--- src/include/csia_pkg.sv ---
// constants and carriers for the status/control and init-address registers
`default_nettype none
package csia_pkg;

    // register index values selected through the index port
    localparam logic [7:0] IDX_STATUS_CTRL = 8'h00;
    localparam logic [7:0] IDX_INIT_ADDR_LO = 8'h01;
    localparam logic [7:0] IDX_INIT_ADDR_HI = 8'h02;
    localparam logic [7:0] IDX_INIT_ADDR_HI_ALIAS = 8'h11;
    localparam logic [7:0] IDX_RESET = 8'h00;

    // status/control word bit positions
    localparam int B_ERR_SUM = 15;
    localparam int B_COLL_ERR = 13;
    localparam int B_MISSED = 12;
    localparam int B_BUS_TMO = 11;
    localparam int B_RX_DONE = 10;
    localparam int B_TX_DONE = 9;
    localparam int B_INIT_DONE = 8;
    localparam int B_IRQ_SUM = 7;
    localparam int B_IRQ_EN = 6;
    localparam int B_RX_ACT = 5;
    localparam int B_TX_ACT = 4;
    localparam int B_TX_POLL = 3;
    localparam int B_HALT = 2;
    localparam int B_RUN = 1;
    localparam int B_SETUP = 0;

    // field layout of the address registers
    localparam int ADDR_FIELD_W = 16;
    localparam int HI_UPPER_LSB = 8;
    localparam int BYTE_W = 8;

    // bus timeout: programmed in units of 100 ns
    localparam int CLK_PERIOD_NS = 20;
    localparam int TIMEOUT_UNIT_NS = 100;
    localparam int TIMEOUT_TICK_CYCLES = (TIMEOUT_UNIT_NS + CLK_PERIOD_NS - 1) / CLK_PERIOD_NS;
    localparam logic [15:0] BUS_TIMEOUT_DEFAULT = 16'h0600; // 153.6 us in 100 ns units
    localparam logic [31:0] DATA_ZERO = 32'h0000_0000;

    // event pulses from the datapath
    typedef struct packed {
        logic missed_frame;
        logic rx_desc_done;
        logic rx_desc_first;
        logic rx_desc_last;
        logic tx_frame_done;
        logic tx_frame_ok;
        logic init_read_done;
        logic tx_underflow;
        logic tx_desc_fetch;
    } csia_event_s;

    // configuration bits held in neighbouring registers
    typedef struct packed {
        logic missed_frame_mask;
        logic bus_timeout_mask;
        logic rx_done_mask;
        logic tx_done_mask;
        logic init_done_mask;
        logic tx_ok_irq_suppress;
        logic lookahead_enable;
        logic underflow_keep_tx;
        logic rx_disable;
        logic tx_disable;
        logic tx_poll_disable;
        logic sw_struct_width32;
        logic suspend_state;
    } csia_cfg_s;

endpackage
`default_nettype wire

--- src/core/csia_bus_timer.sv ---
// bus grant timeout counter for the status block
`timescale 1ns/1ns
`default_nettype none
module csia_bus_timer
    import csia_pkg::*;
#(
    parameter int TICK_CYCLES = TIMEOUT_TICK_CYCLES
)
(
    input wire logic clk,
    input wire logic rst_b,
    input wire logic clear,
    input wire logic req,
    input wire logic gnt,
    input wire logic [15:0] limit,
    output logic timeout
);
    logic [7:0] tick_q;
    logic [15:0] units_q;
    logic fired_q;
    logic waiting;
    logic tick_end;

    assign waiting = req && !gnt && !clear;
    assign tick_end = (tick_q == 8'(TICK_CYCLES - 1));

    // prescaler and unit count run only while a request waits
    always_ff @(posedge clk or negedge rst_b)
    begin
        if (!rst_b)
        begin
            tick_q <= 8'h00;
            units_q <= 16'h0000;
        end
        else if (!waiting)
        begin
            tick_q <= 8'h00;
            units_q <= 16'h0000;
        end
        else if (tick_end)
        begin
            tick_q <= 8'h00;
            if (units_q != 16'hffff)
                units_q <= units_q + 16'h0001;
        end
        else
            tick_q <= tick_q + 8'h01;
    end

    // one pulse per waiting period; a zero limit never fires
    always_ff @(posedge clk or negedge rst_b)
    begin
        if (!rst_b)
            fired_q <= 1'b0;
        else if (!waiting)
            fired_q <= 1'b0;
        else if (timeout)
            fired_q <= 1'b1;
    end

    assign timeout = waiting && !fired_q && (limit != 16'h0000) && (units_q == limit);
endmodule
`default_nettype wire

--- src/core/csia_regs.sv ---
// status/control word and init-block address registers behind the index/data port
// What this block does
// cause flags clear on write-one, ignore zero, clear on resets or halt
// bus timeout error sets when a request waits past programmed grant time
// bus timeout interrupts if enabled and unmasked; always sets error summary
// rx done sets on last descriptor, also first when lookahead enabled
// tx done sets when last transmit descriptor released, success or error
// tx done stays clear for successful frames when suppression is on
// init done sets once the init block has been read
// interrupt summary read-only, set while any allowed cause is active
// interrupt pin follows summary and enable; system and sleep bypass enable
// global enable takes written value; cleared by resets and halt
// rx active sets after run unless disabled; waits for init if both
// tx active like rx; also clears on underflow unless keep-tx set
// tx poll demand clears if tx inactive, on descriptor fetch, resets, halt
// software must write tx poll demand when automatic polling is off
// halt stops DMA until run or setup; set by write or reset; wins
// run clears halt, enables traffic; setup runs first if written together
// setup clears halt, starts init read, stays set until resets or halt
// init address writable/readable only halted or suspended; survives resets
// software keeps init address bits one and zero at zero
// narrow structures: upper byte appended and forced into stored pointers
// wide structures: upper byte only tops the init block address
// writing the high address register also updates its alias
// error summary is read-only OR of collision, missed frame, bus timeout
// missed frame interrupts if enabled and unmasked; always sets error summary
// registers reached through data port at index last written
`timescale 1ns/1ns
`default_nettype none
module csia_regs
#(
    parameter int TICK_CYCLES = csia_pkg::TIMEOUT_TICK_CYCLES
)
(
    input wire logic MCLK_IN,
    input wire logic RST_B_IN,
    input wire logic SOFT_RESET_IN,
    input wire logic REG_INDEX_WR_IN,
    input wire logic REG_DATA_WR_IN,
    input wire logic REG_DATA_RD_IN,
    input wire logic [31:0] REG_WDATA_IN,
    output logic [31:0] REG_RDATA_OUT,
    output logic REG_RVALID_OUT,
    input wire csia_pkg::csia_event_s EVENT_IN,
    input wire csia_pkg::csia_cfg_s CFG_IN,
    input wire logic COLLISION_TEST_ERROR_IN,
    input wire logic SYSTEM_ERROR_FLAG_IN,
    input wire logic SLEEP_EVENT_FLAG_IN,
    input wire logic OTHER_IRQ_IN,
    input wire logic BUS_REQ_IN,
    input wire logic BUS_GNT_IN,
    input wire logic [15:0] BUS_TIMEOUT_REG_IN,
    output logic IRQ_B_OUT,
    output logic HALT_OUT,
    output logic RUN_OUT,
    output logic SETUP_OUT,
    output logic INIT_FETCH_OUT,
    output logic RX_ACTIVE_OUT,
    output logic TX_ACTIVE_OUT,
    output logic TX_POLL_OUT,
    output logic [31:0] INIT_ADDR_OUT,
    output logic [7:0] UPPER_ADDR_OUT,
    output logic UPPER_APPEND_OUT
);
    import csia_pkg::*;

    logic [7:0] index_q;
    logic missed_q, bus_tmo_q, rx_done_q, tx_done_q, init_done_q;
    logic irq_en_q, rx_act_q, tx_act_q, tx_poll_q;
    logic halt_q, run_q, setup_q;
    logic init_busy_q, start_wait_q;
    logic addr_valid_q;
    logic [15:0] addr_lo_q;
    logic [15:0] addr_hi_q;
    logic [15:0] addr_hi_alias_q;
    logic [31:0] rdata_q;
    logic rvalid_q;

    logic wr_ctrl, wr_lo, wr_hi, wr_alias;
    logic addr_open;
    logic halt_wr, run_wr, setup_wr;
    logic clear_all;
    logic bus_tmo_evt, rx_done_evt, tx_done_evt;
    logic start_now;
    logic irq_summary;
    logic err_summary;
    logic [15:0] status_word;

    // decode of data-port writes at the current index
    assign wr_ctrl = REG_DATA_WR_IN && (index_q == IDX_STATUS_CTRL);
    assign wr_lo = REG_DATA_WR_IN && (index_q == IDX_INIT_ADDR_LO) && addr_open;
    assign wr_hi = REG_DATA_WR_IN && (index_q == IDX_INIT_ADDR_HI) && addr_open;
    assign wr_alias = REG_DATA_WR_IN && (index_q == IDX_INIT_ADDR_HI_ALIAS) && addr_open;

    // address registers open only while halted or suspended
    assign addr_open = halt_q || CFG_IN.suspend_state;

    // command decode; a halt in the same write overrides run and setup
    assign halt_wr = wr_ctrl && REG_WDATA_IN[B_HALT];
    assign run_wr = wr_ctrl && REG_WDATA_IN[B_RUN] && !REG_WDATA_IN[B_HALT];
    assign setup_wr = wr_ctrl && REG_WDATA_IN[B_SETUP] && !REG_WDATA_IN[B_HALT];
    assign clear_all = SOFT_RESET_IN || halt_wr;

    // index port, cleared by either reset, untouched by halt
    always_ff @(posedge MCLK_IN or negedge RST_B_IN)
    begin
        if (!RST_B_IN)
            index_q <= IDX_RESET;
        else if (SOFT_RESET_IN)
            index_q <= IDX_RESET;
        else if (REG_INDEX_WR_IN)
            index_q <= REG_WDATA_IN[7:0];
    end

    // grant timeout measured by the timer
    csia_bus_timer #(
        .TICK_CYCLES(TICK_CYCLES)
    ) u_bus_timer (
        .clk(MCLK_IN),
        .rst_b(RST_B_IN),
        .clear(SOFT_RESET_IN),
        .req(BUS_REQ_IN),
        .gnt(BUS_GNT_IN),
        .limit(BUS_TIMEOUT_REG_IN),
        .timeout(bus_tmo_evt)
    );

    // event qualification for the cause flags
    assign rx_done_evt = EVENT_IN.rx_desc_done && (EVENT_IN.rx_desc_last ||
        (EVENT_IN.rx_desc_first && CFG_IN.lookahead_enable));
    assign tx_done_evt = EVENT_IN.tx_frame_done &&
        !(CFG_IN.tx_ok_irq_suppress && EVENT_IN.tx_frame_ok);

    // cause flags: an event beats write-one-clear,
    // while reset and halt clear unconditionally
    always_ff @(posedge MCLK_IN or negedge RST_B_IN)
    begin
        if (!RST_B_IN)
        begin
            missed_q <= 1'b0;
            bus_tmo_q <= 1'b0;
            rx_done_q <= 1'b0;
            tx_done_q <= 1'b0;
            init_done_q <= 1'b0;
        end
        else if (clear_all)
        begin
            missed_q <= 1'b0;
            bus_tmo_q <= 1'b0;
            rx_done_q <= 1'b0;
            tx_done_q <= 1'b0;
            init_done_q <= 1'b0;
        end
        else
        begin
            missed_q <= EVENT_IN.missed_frame ||
                (missed_q && !(wr_ctrl && REG_WDATA_IN[B_MISSED]));
            bus_tmo_q <= bus_tmo_evt ||
                (bus_tmo_q && !(wr_ctrl && REG_WDATA_IN[B_BUS_TMO]));
            rx_done_q <= rx_done_evt ||
                (rx_done_q && !(wr_ctrl && REG_WDATA_IN[B_RX_DONE]));
            tx_done_q <= tx_done_evt ||
                (tx_done_q && !(wr_ctrl && REG_WDATA_IN[B_TX_DONE]));
            init_done_q <= (EVENT_IN.init_read_done && init_busy_q) ||
                (init_done_q && !(wr_ctrl && REG_WDATA_IN[B_INIT_DONE]));
        end
    end

    // global interrupt enable follows the written value
    always_ff @(posedge MCLK_IN or negedge RST_B_IN)
    begin
        if (!RST_B_IN)
            irq_en_q <= 1'b0;
        else if (clear_all)
            irq_en_q <= 1'b0;
        else if (wr_ctrl)
            irq_en_q <= REG_WDATA_IN[B_IRQ_EN];
    end

    // halt is set by reset and stays until run or setup is written
    always_ff @(posedge MCLK_IN or negedge RST_B_IN)
    begin
        if (!RST_B_IN)
            halt_q <= 1'b1;
        else if (clear_all)
            halt_q <= 1'b1;
        else if (run_wr || setup_wr)
            halt_q <= 1'b0;
    end

    // run and setup are sticky command bits; writes of zero do nothing
    always_ff @(posedge MCLK_IN or negedge RST_B_IN)
    begin
        if (!RST_B_IN)
        begin
            run_q <= 1'b0;
            setup_q <= 1'b0;
        end
        else if (clear_all)
        begin
            run_q <= 1'b0;
            setup_q <= 1'b0;
        end
        else
        begin
            if (run_wr)
                run_q <= 1'b1;
            if (setup_wr)
                setup_q <= 1'b1;
        end
    end

    // init sequencing: the block read must finish before a paired start
    always_ff @(posedge MCLK_IN or negedge RST_B_IN)
    begin
        if (!RST_B_IN)
        begin
            init_busy_q <= 1'b0;
            start_wait_q <= 1'b0;
        end
        else if (clear_all)
        begin
            init_busy_q <= 1'b0;
            start_wait_q <= 1'b0;
        end
        else if (setup_wr)
        begin
            init_busy_q <= 1'b1;
            start_wait_q <= run_wr || start_wait_q;
        end
        else if (init_busy_q && EVENT_IN.init_read_done)
        begin
            init_busy_q <= 1'b0;
            start_wait_q <= 1'b0;
        end
        else if (run_wr && init_busy_q)
            start_wait_q <= 1'b1;
    end

    // start either right away or when the pending init read completes
    assign start_now = (run_wr && !setup_wr && !init_busy_q) ||
        (start_wait_q && init_busy_q && EVENT_IN.init_read_done && !setup_wr);

    // receive active indicator
    always_ff @(posedge MCLK_IN or negedge RST_B_IN)
    begin
        if (!RST_B_IN)
            rx_act_q <= 1'b0;
        else if (clear_all)
            rx_act_q <= 1'b0;
        else if (start_now && !CFG_IN.rx_disable)
            rx_act_q <= 1'b1;
    end

    // transmit active indicator; underflow stops it unless kept running
    always_ff @(posedge MCLK_IN or negedge RST_B_IN)
    begin
        if (!RST_B_IN)
            tx_act_q <= 1'b0;
        else if (clear_all)
            tx_act_q <= 1'b0;
        else if (start_now && !CFG_IN.tx_disable)
            tx_act_q <= 1'b1;
        else if (EVENT_IN.tx_underflow && !CFG_IN.underflow_keep_tx)
            tx_act_q <= 1'b0;
    end

    // transmit poll demand; ignored while the transmitter is off, so the
    // bit then reads back zero without any ring access
    always_ff @(posedge MCLK_IN or negedge RST_B_IN)
    begin
        if (!RST_B_IN)
            tx_poll_q <= 1'b0;
        else if (clear_all)
            tx_poll_q <= 1'b0;
        else if (!tx_act_q)
            tx_poll_q <= 1'b0;
        else if (wr_ctrl && REG_WDATA_IN[B_TX_POLL])
            tx_poll_q <= 1'b1;
        else if (EVENT_IN.tx_desc_fetch)
            tx_poll_q <= 1'b0;
    end

    // no reset here, so contents survive both resets and read back;
    // the valid flag only keeps the pointer outputs defined
    always_ff @(posedge MCLK_IN)
    begin
        if (wr_lo)
            addr_lo_q <= REG_WDATA_IN[ADDR_FIELD_W-1:0];
        if (wr_hi)
            addr_hi_q <= REG_WDATA_IN[ADDR_FIELD_W-1:0];
        if (wr_hi || wr_alias)
            addr_hi_alias_q <= REG_WDATA_IN[ADDR_FIELD_W-1:0];
    end

    always_ff @(posedge MCLK_IN or negedge RST_B_IN)
    begin
        if (!RST_B_IN)
            addr_valid_q <= 1'b0;
        else if (wr_lo || wr_hi)
            addr_valid_q <= 1'b1;
    end

    // interrupt summary, error summary and the pin
    assign irq_summary = (missed_q && !CFG_IN.missed_frame_mask) ||
        (bus_tmo_q && !CFG_IN.bus_timeout_mask) ||
        (rx_done_q && !CFG_IN.rx_done_mask) ||
        (tx_done_q && !CFG_IN.tx_done_mask) ||
        (init_done_q && !CFG_IN.init_done_mask) ||
        SYSTEM_ERROR_FLAG_IN || SLEEP_EVENT_FLAG_IN || OTHER_IRQ_IN;
    assign err_summary = COLLISION_TEST_ERROR_IN || missed_q || bus_tmo_q;
    assign IRQ_B_OUT = !((irq_summary && irq_en_q) ||
        SYSTEM_ERROR_FLAG_IN || SLEEP_EVENT_FLAG_IN);

    // assembled status word; reserved bit reads zero
    always_comb
    begin
        status_word = 16'h0000;
        status_word[B_ERR_SUM] = err_summary;
        status_word[B_COLL_ERR] = COLLISION_TEST_ERROR_IN;
        status_word[B_MISSED] = missed_q;
        status_word[B_BUS_TMO] = bus_tmo_q;
        status_word[B_RX_DONE] = rx_done_q;
        status_word[B_TX_DONE] = tx_done_q;
        status_word[B_INIT_DONE] = init_done_q;
        status_word[B_IRQ_SUM] = irq_summary;
        status_word[B_IRQ_EN] = irq_en_q;
        status_word[B_RX_ACT] = rx_act_q;
        status_word[B_TX_ACT] = tx_act_q;
        status_word[B_TX_POLL] = tx_poll_q;
        status_word[B_HALT] = halt_q;
        status_word[B_RUN] = run_q;
        status_word[B_SETUP] = setup_q;
    end

    // registered read data, one cycle after the read strobe
    // closed or unmapped registers read as zero rather than stale data
    always_ff @(posedge MCLK_IN or negedge RST_B_IN)
    begin
        if (!RST_B_IN)
        begin
            rdata_q <= DATA_ZERO;
            rvalid_q <= 1'b0;
        end
        else
        begin
            rvalid_q <= REG_DATA_RD_IN;
            if (REG_DATA_RD_IN)
            begin
                case (index_q)
                    IDX_STATUS_CTRL: rdata_q <= {16'h0000, status_word};
                    IDX_INIT_ADDR_LO: rdata_q <= addr_open ?
                        {16'h0000, addr_lo_q} : DATA_ZERO;
                    IDX_INIT_ADDR_HI: rdata_q <= addr_open ?
                        {16'h0000, addr_hi_q} : DATA_ZERO;
                    IDX_INIT_ADDR_HI_ALIAS: rdata_q <= addr_open ?
                        {16'h0000, addr_hi_alias_q} : DATA_ZERO;
                    default: rdata_q <= DATA_ZERO;
                endcase
            end
        end
    end

    assign REG_RDATA_OUT = rdata_q;
    assign REG_RVALID_OUT = rvalid_q;

    // command state to the DMA engine
    assign HALT_OUT = halt_q;
    assign RUN_OUT = run_q;
    assign SETUP_OUT = setup_q;
    assign INIT_FETCH_OUT = init_busy_q;
    assign RX_ACTIVE_OUT = rx_act_q;
    assign TX_ACTIVE_OUT = tx_act_q;
    assign TX_POLL_OUT = tx_poll_q;

    // upper byte tops the init address; append only for narrow structures
    assign INIT_ADDR_OUT = addr_valid_q ?
        {addr_hi_q[ADDR_FIELD_W-1:HI_UPPER_LSB], addr_hi_q[BYTE_W-1:0], addr_lo_q} :
        DATA_ZERO;
    assign UPPER_ADDR_OUT = addr_valid_q ?
        addr_hi_q[ADDR_FIELD_W-1:HI_UPPER_LSB] : 8'h00;
    assign UPPER_APPEND_OUT = !CFG_IN.sw_struct_width32;
endmodule
`default_nettype wire

--- config.mk ---
export PLATFORM = sky130hd
export DESIGN_NAME = csia_regs
export DESIGN_NICKNAME = d
export VERILOG_FILES = /design/src/include/csia_pkg.sv /design/src/core/csia_bus_timer.sv /design/src/core/csia_regs.sv
export SDC_FILE = /design/constraint.sdc
export NUM_CORES = 1
export LEC_CHECK = 0
export ABC_AREA = 1
export BUFFER_PORTS_ARGS = -buffer_cell sky130_fd_sc_hd__buf_4
export CELL_PAD_IN_SITES_DETAIL_PLACEMENT = 0
export CELL_PAD_IN_SITES_GLOBAL_PLACEMENT = 2
export CORE_MARGIN = 3
export CORE_UTILIZATION = 30
export CTS_CLUSTER_DIAMETER = 100
export CTS_CLUSTER_SIZE = 40
export DETAILED_ROUTE_END_ITERATION = 12
export GPL_TIMING_DRIVEN = 0
export PLACE_DENSITY = 0.83
export SKIP_CTS_REPAIR_TIMING = 1
export SLEW_MARGIN = 20
export SYNTH_ARGS = -nofsm -noshare
export SYNTH_HDL_FRONTEND = slang
export SYNTH_SLANG_ARGS = --single-unit
--- constraint.sdc ---
create_clock -name MCLK_IN -period 3 [get_ports MCLK_IN]
set_clock_uncertainty 0.1 [all_clocks]
set_input_delay 0.15 -clock MCLK_IN [delete_from_list [all_inputs] [get_ports MCLK_IN]]
set_output_delay 0.15 -clock MCLK_IN [all_outputs]
set_load 0.005 [all_outputs]
==> results of run 1 <==
## flip-flops by register name, indices dropped and copies added (netlist names), 8 cells and up
| register | flops |
|---|---|
| addr_hi_q | 16 |
| REG_RDATA_OUT | 16 |
| index_q | 8 |
| u_bus_timer.units_q | 16 |
| addr_hi_alias_q | 16 |
| addr_lo_q | 16 |
| u_bus_timer.tick_q | 8 |
## layer usage
metal	routed length (µm)	vias up	global-route usage, %
met4	280	0	5.452
met5	0	-	0
met3	781	21	3.924
met1	7738	2429	19.79
met2	8703	137	27.83
li1	-	2695	-
## worst max-delay path by stage
stage | start | end | slack (ns) | cells after the start
final | index_q[2]$_DFFE_PN0P_ | addr_hi_alias_q[8]$_DFFE_PP_ | 0.60 | 8
after global placement | index_q[7]$_DFFE_PN0P_ | addr_hi_alias_q[10]$_DFFE_PP_ | 0.21 | 8
after global routing | index_q[3]$_DFFE_PN0P_ | addr_hi_alias_q[4]$_DFFE_PP_ | 0.44 | 8
after CTS | index_q[2]$_DFFE_PN0P_ | addr_hi_alias_q[8]$_DFFE_PP_ | 0.59 | 8
after detailed placement | index_q[2]$_DFFE_PN0P_ | addr_hi_alias_q[10]$_DFFE_PP_ | 0.62 | 8
after floorplan | index_q[7]$_DFFE_PN0P_ | addr_hi_alias_q[0]$_DFFE_PP_ | 0.76 | 8
## logic make-up (layout without fill, tap and decap cells)
| logic type | Yosys count | in the layout | synth area share (%) |
|---|---|---|---|
| fa+ha+maj | 3 | 3 | 0.6248 |
| buf+inv | 150 | 341 | 11.74 |
| other cells | 1 | 16 | 0.06241 |
| simple gates | 364 | 364 | 26.82 |
| xor+xnor | 8 | 8 | 1.166 |
| compound gates | 86 | 86 | 8.497 |
| flops | 113 | 113 | 51.08 |
## power breakdown
part           total, mW  internal (mW)  switching [mW]
combinational      0.539          0.259           0.281
clock               2.08           1.32           0.767
sequential          1.69           1.67          0.0280
total               4.32           3.24            1.08
## critical path: cells and delay by family, from the launching register on
family,cells,cell delay (ns)
buffers and inverters,3,0.44
flip-flops,1,0.37
AND/OR/NAND/NOR,5,1.12
## area by class of cell
class,count,share of cell area [%]
sequential,113,37.04
multi-input combinational,477,27.73
timing repair buffer,159,15.36
clock buffer,18,5.180
inverter,105,4.757
tap,265,4.002
buffer,45,3.760
clock inverter,14,2.175
## cell usage after synthesis (all sizes together), types with 5 or more instances
cell type	count
nand2	207
inv	104
dfrtp	64
nand3	63
o21ai	55
nor2	51
edfxtp	48
buf	35
nor3	18
nand4	14
a21oi	13
o22ai	11
clkbuf	10
o31ai	5
## per-stage QoR
stage                     hold WS, ns  power [mW]
after floorplan               -0.2456       1.951
after detailed placement       0.2278       2.246
after global placement         0.2172       2.241
final                        -0.02398       4.315
after CTS                     -0.2200       4.339
after global routing         0.002815       4.485
==> run metrics, run 1 <==
Worst setup EP type=flip-flop; # IOs=164; Slew headroom=40.92%; TritonCTS clock tree=yes; YS warnings=0; Synth cell types=42; register area=3069 µm²; FF-to-FF Start=index_q[2]$_DFFE_PN0P_; leak pwr=4.013 nW; Slew @ Worst Pin=0.8852 ns; setup TNS=0 ns; gr ovfl total=0; predominant post-synthesis flop cell=dfrtp_1; Crit Path Class=reg2reg; core area=19,590 µm²; Tot GR Track Use=16.12%; Final ANT Viol Nets=0; Yosys top cell area share=26.66%; footprint of the multi-input gates=2297 µm²; CTS sink cnt=113; die height=147.5 µm; TritonRoute pass-1 iters=4; slowest cell on the critical path=nor2_2; final hold vios=2; largest net degree at the start of global routing=66; commonest non-fill, non-tap cell in the layout=nand2_1; routed len/inst=14.63 µm; clock-pin slew on the worst setup and hold paths=0.06 ns; worst path required time=2.94 ns; Via density=4.416; FFs w/ async S/R, synth=57.52%; register area share after synthesis=51.08%; CP Data Arrival Time=2.34 ns; Skew-Pair Late Insertion Delay=0.42 ns; Initial Util=30.67%; ant diodes=0; Post-Syn Area=6008 µm²; die span in x=147.5 µm; most frequent cells in the layout=nand2_1 (203), buf_4 (156), inv_1 (101); CP max stage delay=0.67 ns; Pwr per Cell Area=520.8 nW/µm²; DRC=0; first-pass GRT wire length=27,290 µm; layout cells sized above 1=25.35%; status=complete, but fails checks; worst setup margin=0.5968 ns; Starting DRT DRC Count=318; Final Cell Area=8285 µm²; routability congestion estimate=0.8437; DP Area=7406 µm²; Finished Layout Cells=1,196; period utilization=80.11%; largest area contributor in the netlist=dfrtp_1; Hold Crit Class=in2reg; placed cell count=1,137; CP most frequent cell=nand2_1; crit-path max FO=16; Final Setup Violations=0; Util after Layout=42.29%; Site Rows=51; clk root buf=clkbuf_16; Port Buffers=130; Vias=5,282; vias in the first global route=5,169; EDFF count, synth=48; fillers=1,997; syn avg cell area=8.287 µm²; VDD IR max=0.0003966 V; Fmax=416.1 MHz; final wirelength=17,500 µm; number of synthesized register bits=113; Area growth syn-to-layout=37.90%; worst slack, placed=0.6167 ns; TritonCTS Buffers=17; WHS Path Cells=6; WHS Endpoint=RX_ACTIVE_OUT$_DFFE_PN0P_; crit-path cells=inv_1 -> nand2_1 -> nor3_1 -> nand2_1 -> inv_2 -> buf_4 -> nor2_1 -> nor2_2; CTS max path bufs=2; post-route minimum period=2.403 ns; WHS=-0.02398 ns; startpoint type of the worst setup path=flip-flop; Max Cap Viol=0; Hold Path Origin=CFG_IN[4]; violated checks=negative hold slack; H-tree levels=4; nets=1,003; RSZ-0062 raised after global routing=no; Worst R2R End=addr_hi_alias_q[8]$_DFFE_PP_; Worst R2R Path Depth=8; Synth Instances=725; FF-to-FF setup slack=0.60 ns; Slew Viols, Final=0; Die ar.=21,760 µm²; initial antenna violation count=0; Synth area leaders=dfrtp_1 (27%), edfxtp_1 (24%), nand2_1 (13%); post-DP HPWL=13,320 µm
Note: power is estimated with default switching activity, not from simulation.
==> run 2: changes to the inputs <==
==> constraint.sdc (replaced) <==
create_clock -name MCLK_IN -period 2.5 [get_ports MCLK_IN]
set_clock_uncertainty 0.1 [all_clocks]
set_input_delay 0.125 -clock MCLK_IN [delete_from_list [all_inputs] [get_ports MCLK_IN]]
set_output_delay 0.125 -clock MCLK_IN [all_outputs]
set_load 0.005 [all_outputs]
==> run metrics, run 2 (synthesis results as in run 1) <==
clk root buf=clkbuf_16 (unchanged); slowest cell on the critical path=dlygate4sd3_1 (was nor2_2); CP Data Arrival Time=2.46 ns (was 2.34 ns); worst slack, placed=0.1167 ns (was 0.6167 ns); Initial Util=30.67% (unchanged); crit-path cells=nor2_2 -> nand2_2 -> nor2_4 -> nand3_2 -> nand2_2 -> nor2_1 -> nand3b_1 -> o21ai_0 -> dlygate4sd3_1 (was inv_1 -> nand2_1 -> nor3_1 -> nand2_1 -> inv_2 -> buf_4 -> nor2_1 -> nor2_2); nets=1,006 (was 1,003); CP max stage delay=0.55 ns (was 0.67 ns); TritonCTS clock tree=yes (unchanged); H-tree levels=4 (unchanged); routability congestion estimate=0.8437 (unchanged); Starting DRT DRC Count=267 (was 318); Tot GR Track Use=16.12% (unchanged); commonest non-fill, non-tap cell in the layout=nand2_1 (unchanged); CP most frequent cell=nand2_2 (was nand2_1); leak pwr=4.024 nW (was 4.013 nW); Port Buffers=130 (unchanged); Site Rows=51 (unchanged); Die ar.=21,760 µm² (unchanged); TritonRoute pass-1 iters=6 (was 4); Slew headroom=43.47% (was 40.92%); crit-path max FO=10 (was 16); violated checks=negative hold slack (unchanged); CTS sink cnt=113 (unchanged); Hold Crit Class=in2reg (unchanged); Vias=5,288 (was 5,282); Fmax=442.0 MHz (was 416.1 MHz); ant diodes=0 (unchanged); Final Cell Area=8320 µm² (was 8285 µm²); core area=19,590 µm² (unchanged); Finished Layout Cells=1,199 (was 1,196); routed len/inst=14.61 µm (was 14.63 µm); placed cell count=1,137 (unchanged); Worst setup EP type=flip-flop (unchanged); Crit Path Class=reg2reg (unchanged); Skew-Pair Late Insertion Delay=0.42 ns (about the same); DP Area=7406 µm² (unchanged); setup TNS=0 ns (unchanged); post-DP HPWL=13,320 µm (unchanged); # IOs=164 (unchanged); die height=147.5 µm (unchanged); vias in the first global route=5,169 (unchanged); Area growth syn-to-layout=38.48% (was 37.90%); VDD IR max=0.0004774 V (was 0.0003966 V); Final ANT Viol Nets=0 (unchanged); CTS max path bufs=2 (unchanged); die span in x=147.5 µm (unchanged); WHS=-0.04925 ns (was -0.02398 ns); worst path required time=2.70 ns (was 2.94 ns); Slew @ Worst Pin=0.8479 ns (was 0.8852 ns); most frequent cells in the layout=nand2_1 (203), buf_4 (156), inv_1 (101) (unchanged); Via density=4.410 (was 4.416); post-route minimum period=2.262 ns (was 2.403 ns); Pwr per Cell Area=623.2 nW/µm² (was 520.8 nW/µm²); initial antenna violation count=0 (unchanged); worst setup margin=0.2377 ns (was 0.5968 ns); first-pass GRT wire length=27,290 µm (unchanged); Util after Layout=42.47% (was 42.29%); TritonCTS Buffers=17 (unchanged); clock-pin slew on the worst setup and hold paths=0.06 ns (about the same); layout cells sized above 1=25.27% (was 25.35%); Max Cap Viol=0 (unchanged); gr ovfl total=0 (unchanged); final wirelength=17,520 µm (was 17,500 µm); DRC=0 (unchanged); period utilization=90.49% (was 80.11%); status=complete, but fails checks (unchanged); largest net degree at the start of global routing=66 (unchanged); startpoint type of the worst setup path=flip-flop (unchanged); final hold vios=2 (unchanged); Final Setup Violations=0 (unchanged); Slew Viols, Final=0 (unchanged); RSZ-0062 raised after global routing=no (unchanged)
## run 2: changes by cell type in the layout (fill, tap and decap cells not counted)
cell,before,now
dlygate4sd3_1,27,30
nor2_2,5,4
nor2_4,1,2
## run 2: final cells by class
type,instances,area [µm²]
Tap cell,265,331.6
Clock inverter,14,180.2
Fill cell,1995,11270
Sequential cell,113,3069
Multi-Input combinational cell,477,2302
Clock buffer,18,429.2
Buffer,45,311.5
Timing Repair Buffer,162,1303
Inverter,105,394.1
## run 2: final timing paths
kind                                                    from                            endpoint  slack, ns  depth (start not counted)
min in group asynchronous                           RST_B_IN        REG_RDATA_OUT[1]$_DFFE_PN0P_       0.25                          2
worst max-delay path                  index_q[7]$_DFFE_PN0P_           TX_ACTIVE_OUT$_DFFE_PN0P_       0.24                          9
worst max register to register        index_q[7]$_DFFE_PN0P_           TX_ACTIVE_OUT$_DFFE_PN0P_       0.24                          9
max in group asynchronous                           RST_B_IN  u_bus_timer.units_q[1]$_DFFE_PN0P_       1.49                          2
worst min-delay path                               CFG_IN[4]           RX_ACTIVE_OUT$_DFFE_PN0P_      -0.05                          6
worst min register to register  REG_RDATA_OUT[1]$_DFFE_PN0P_        REG_RDATA_OUT[1]$_DFFE_PN0P_       0.38                          2
## run 2: critical path: cells and delay by family (launching register included)
| kind | cells | cell delay [ns] |
|---|---|---|
| buffers and inverters | 1 | 0.55 |
| AND/OR/NAND/NOR | 7 | 1.03 |
| AO/OA/AOI/OAI | 1 | 0.07 |
| flip-flops | 1 | 0.39 |
## run 2: stage by stage
step / hold WS (ns) / power, mW
after global placement: 0.1922 / 2.689
final: -0.04925 / 5.185
after CTS: -0.2450 / 5.207
after detailed placement: 0.2028 / 2.695
after global routing: 0.02224 / 5.387
after floorplan: -0.2706 / 2.341
## run 2: per-layer routing
| metal | up-vias | track usage (%) | routed length [µm] | share of wire (%) |
|---|---|---|---|---|
| met4 | 0 | 5.452 | 282 | 1.6 |
| met5 | - | 0 | 0 | 0 |
| met3 | 21 | 3.924 | 803 | 4.6 |
| li1 | 2701 | - | - | - |
| met2 | 134 | 27.83 | 8710 | 50 |
| met1 | 2432 | 19.79 | 7725 | 44 |
## run 2: power by group
| part | leakage (nW) | internal [mW] | total (mW) | switching, mW |
|---|---|---|---|---|
| Clock | 0.291 | 1.58 | 2.50 | 0.922 |
| Sequential | 1.31 | 2.00 | 2.03 | 0.0338 |
| Combinational | 2.42 | 0.314 | 0.652 | 0.339 |
==> run 3: changes to the inputs <==
--- a/config.mk
+++ b/config.mk
@@ -9,12 +9,12 @@
 export BUFFER_PORTS_ARGS = -buffer_cell sky130_fd_sc_hd__buf_4
 export CELL_PAD_IN_SITES_DETAIL_PLACEMENT = 0
 export CELL_PAD_IN_SITES_GLOBAL_PLACEMENT = 2
+export CORE_ASPECT_RATIO = 1.5
 export CORE_MARGIN = 3
 export CORE_UTILIZATION = 30
 export CTS_CLUSTER_DIAMETER = 100
 export CTS_CLUSTER_SIZE = 40
 export DETAILED_ROUTE_END_ITERATION = 12
-export GPL_TIMING_DRIVEN = 0
 export PLACE_DENSITY = 0.83
 export SKIP_CTS_REPAIR_TIMING = 1
 export SLEW_MARGIN = 20
==> run metrics, run 3 (synthesis results as in run 1) <==
die height=179.3 µm (was 147.5 µm); post-DP HPWL=13,000 µm (was 13,320 µm); Slew Viols, Final=0 (unchanged); largest net degree at the start of global routing=66 (unchanged); Slew @ Worst Pin=0.9222 ns (was 0.8479 ns); Final Setup Violations=0 (unchanged); startpoint type of the worst setup path=flip-flop (unchanged); leak pwr=3.839 nW (was 4.024 nW); nets=971 (was 1,006); worst setup margin=0.5367 ns (was 0.2377 ns); die span in x=121.6 µm (was 147.5 µm); VDD IR max=0.0004095 V (was 0.0004774 V); Slew headroom=38.52% (was 43.47%); crit-path cells=ha_1 -> nand3_2 -> nor3_4 -> nand4_2 -> nand2_4 -> o21ai_0 -> nand2_1 -> nor2_1 (was nor2_2 -> nand2_2 -> nor2_4 -> nand3_2 -> nand2_2 -> nor2_1 -> nand3b_1 -> o21ai_0 -> dlygate4sd3_1); post-route minimum period=1.963 ns (was 2.262 ns); Die ar.=21,800 µm² (was 21,760 µm²); CP Data Arrival Time=2.15 ns (was 2.46 ns); initial antenna violation count=0 (unchanged); Fmax=509.4 MHz (was 442.0 MHz); period utilization=78.53% (was 90.49%); Site Rows=62 (was 51); Max Cap Viol=0 (unchanged); Tot GR Track Use=16.04% (was 16.12%); Pwr per Cell Area=607.6 nW/µm² (was 623.2 nW/µm²); crit-path max FO=32 (was 10); # IOs=164 (unchanged); Hold Crit Class=in2reg (unchanged); slowest cell on the critical path=dfrtp_1 (was dlygate4sd3_1); layout cells sized above 1=23.25% (was 25.27%); commonest non-fill, non-tap cell in the layout=nand2_1 (unchanged); Area growth syn-to-layout=32.94% (was 38.48%); worst path required time=2.69 ns (was 2.70 ns); Worst setup EP type=flip-flop (unchanged); final wirelength=17,340 µm (was 17,520 µm); TritonCTS clock tree=yes (unchanged); CP max stage delay=0.41 ns (was 0.55 ns); gr ovfl total=0 (unchanged); vias in the first global route=5,150 (was 5,169); CTS sink cnt=113 (unchanged); DRC=0 (unchanged); core area=19,390 µm² (was 19,590 µm²); most frequent cells in the layout=nand2_1 (203), buf_4 (142), inv_1 (101) (was nand2_1 (203), buf_4 (156), inv_1 (101)); Initial Util=30.98% (was 30.67%); routed len/inst=15.01 µm (was 14.61 µm); first-pass GRT wire length=26,790 µm (was 27,290 µm); Final ANT Viol Nets=0 (unchanged); RSZ-0062 raised after global routing=no (unchanged); worst slack, placed=0.5177 ns (was 0.1167 ns); Port Buffers=130 (unchanged); Skew-Pair Late Insertion Delay=0.41 ns (was 0.42 ns); FF-to-FF setup slack=0.54 ns (was 0.24 ns); TritonCTS Buffers=17 (unchanged); clk root buf=clkbuf_16 (unchanged); setup TNS=0 ns (unchanged); clock-pin slew on the worst setup and hold paths=0.05 ns (was 0.06 ns); routability congestion estimate=0.8055 (was 0.8437); Vias=5,196 (was 5,288); Crit Path Class=reg2reg (unchanged); TritonRoute pass-1 iters=4 (was 6); ant diodes=0 (unchanged); H-tree levels=4 (unchanged); Starting DRT DRC Count=337 (was 267); final hold vios=0 (was 2); WP buf/inv=0 (was 1); status=finished, final reports clean (was complete, but fails checks); Via density=4.499 (was 4.410); Crit path max-delay family=simple AND/OR/NAND/NOR gates (unchanged); CTS max path bufs=2 (unchanged)
## run 3: cell count changes in the layout (fill, tap and decap cells not counted), moves of 2 or more
cell        delta
buf_4         -14
bufinv_16      -2
clkinv_4       -4
clkinv_2       +4
clkbuf_1      -10
inv_6          -2
buf_6          -4
clkinvlp_4     +4
nor2_2         -2
buf_2          -5
nor2_1         +3
## run 3: per-layer routing
layer	share of wire [%]	vias to the layer above	track usage (%)	wire, µm
li1	-	2634	-	-
met1	38	2419	17.65	6669
met2	55	124	30.10	9537
met3	4.8	19	3.725	825
met4	1.8	0	5.280	306
met5	0	-	0	0
## run 3: area by class of cell
cell class,instances,area (µm²)
clock inverters,14,117.6
repair buffers,172,1366
well taps,256,320.3
multi-input cells,477,2290
flip-flops and latches,113,3070
clock buffers,18,429.2
inverters,105,394.1
fillers,2034,11410
## run 3: report_power, final
part / switching (mW) / internal, mW / total (mW)
sequential: 0.0576 / 2.00 / 2.06
clock: 0.862 / 1.36 / 2.22
combinational: 0.299 / 0.279 / 0.579
total: 1.22 / 3.63 / 4.85
## run 3: final timing paths
check	start	cells after the start	end
max	u_bus_timer.units_q[1]$_DFFE_PN0P_	8	u_bus_timer.units_q[7]$_DFFE_PN0P_
min	BUS_GNT_IN	4	u_bus_timer.tick_q[1]$_DFF_PN0_
max reg2reg	u_bus_timer.units_q[1]$_DFFE_PN0P_	8	u_bus_timer.units_q[7]$_DFFE_PN0P_
min reg2reg	REG_RDATA_OUT[14]$_DFFE_PN0P_	2	REG_RDATA_OUT[14]$_DFFE_PN0P_
max in group asynchronous	RST_B_IN	2	addr_valid_q$_DFFE_PN0P_
min in group asynchronous	RST_B_IN	2	u_bus_timer.tick_q[2]$_DFF_PN0_
## run 3: stage by stage
| step | cells | util [%] | instance area, µm² | power, mW | hold WS (ns) |
|---|---|---|---|---|---|
| finish | 1155 | 41.19 | 7988 | 4.853 | 0.02275 |
| global route | 1155 | 41.19 | 7988 | 5.064 | 0.02927 |
| CTS | 1125 | 39.64 | 7687 | 4.869 | -0.2053 |
| detailed placement | 1093 | 36.82 | 7141 | 2.645 | 0.2263 |
| global placement | 1093 | 36.81 | 7139 | 2.644 | 0.2190 |
| floorplan | 740 | - | 6065 | 2.341 | -0.2706 |
## run 3: worst reg2reg max path, delay by kind of cell (launching register included)
kind                       cells  cell delay [ns]
and+or+nand+nor                6             0.94
DFF                            1             0.41
AOI/OAI and AO/OA              1             0.13
adders and majority gates      1             0.27
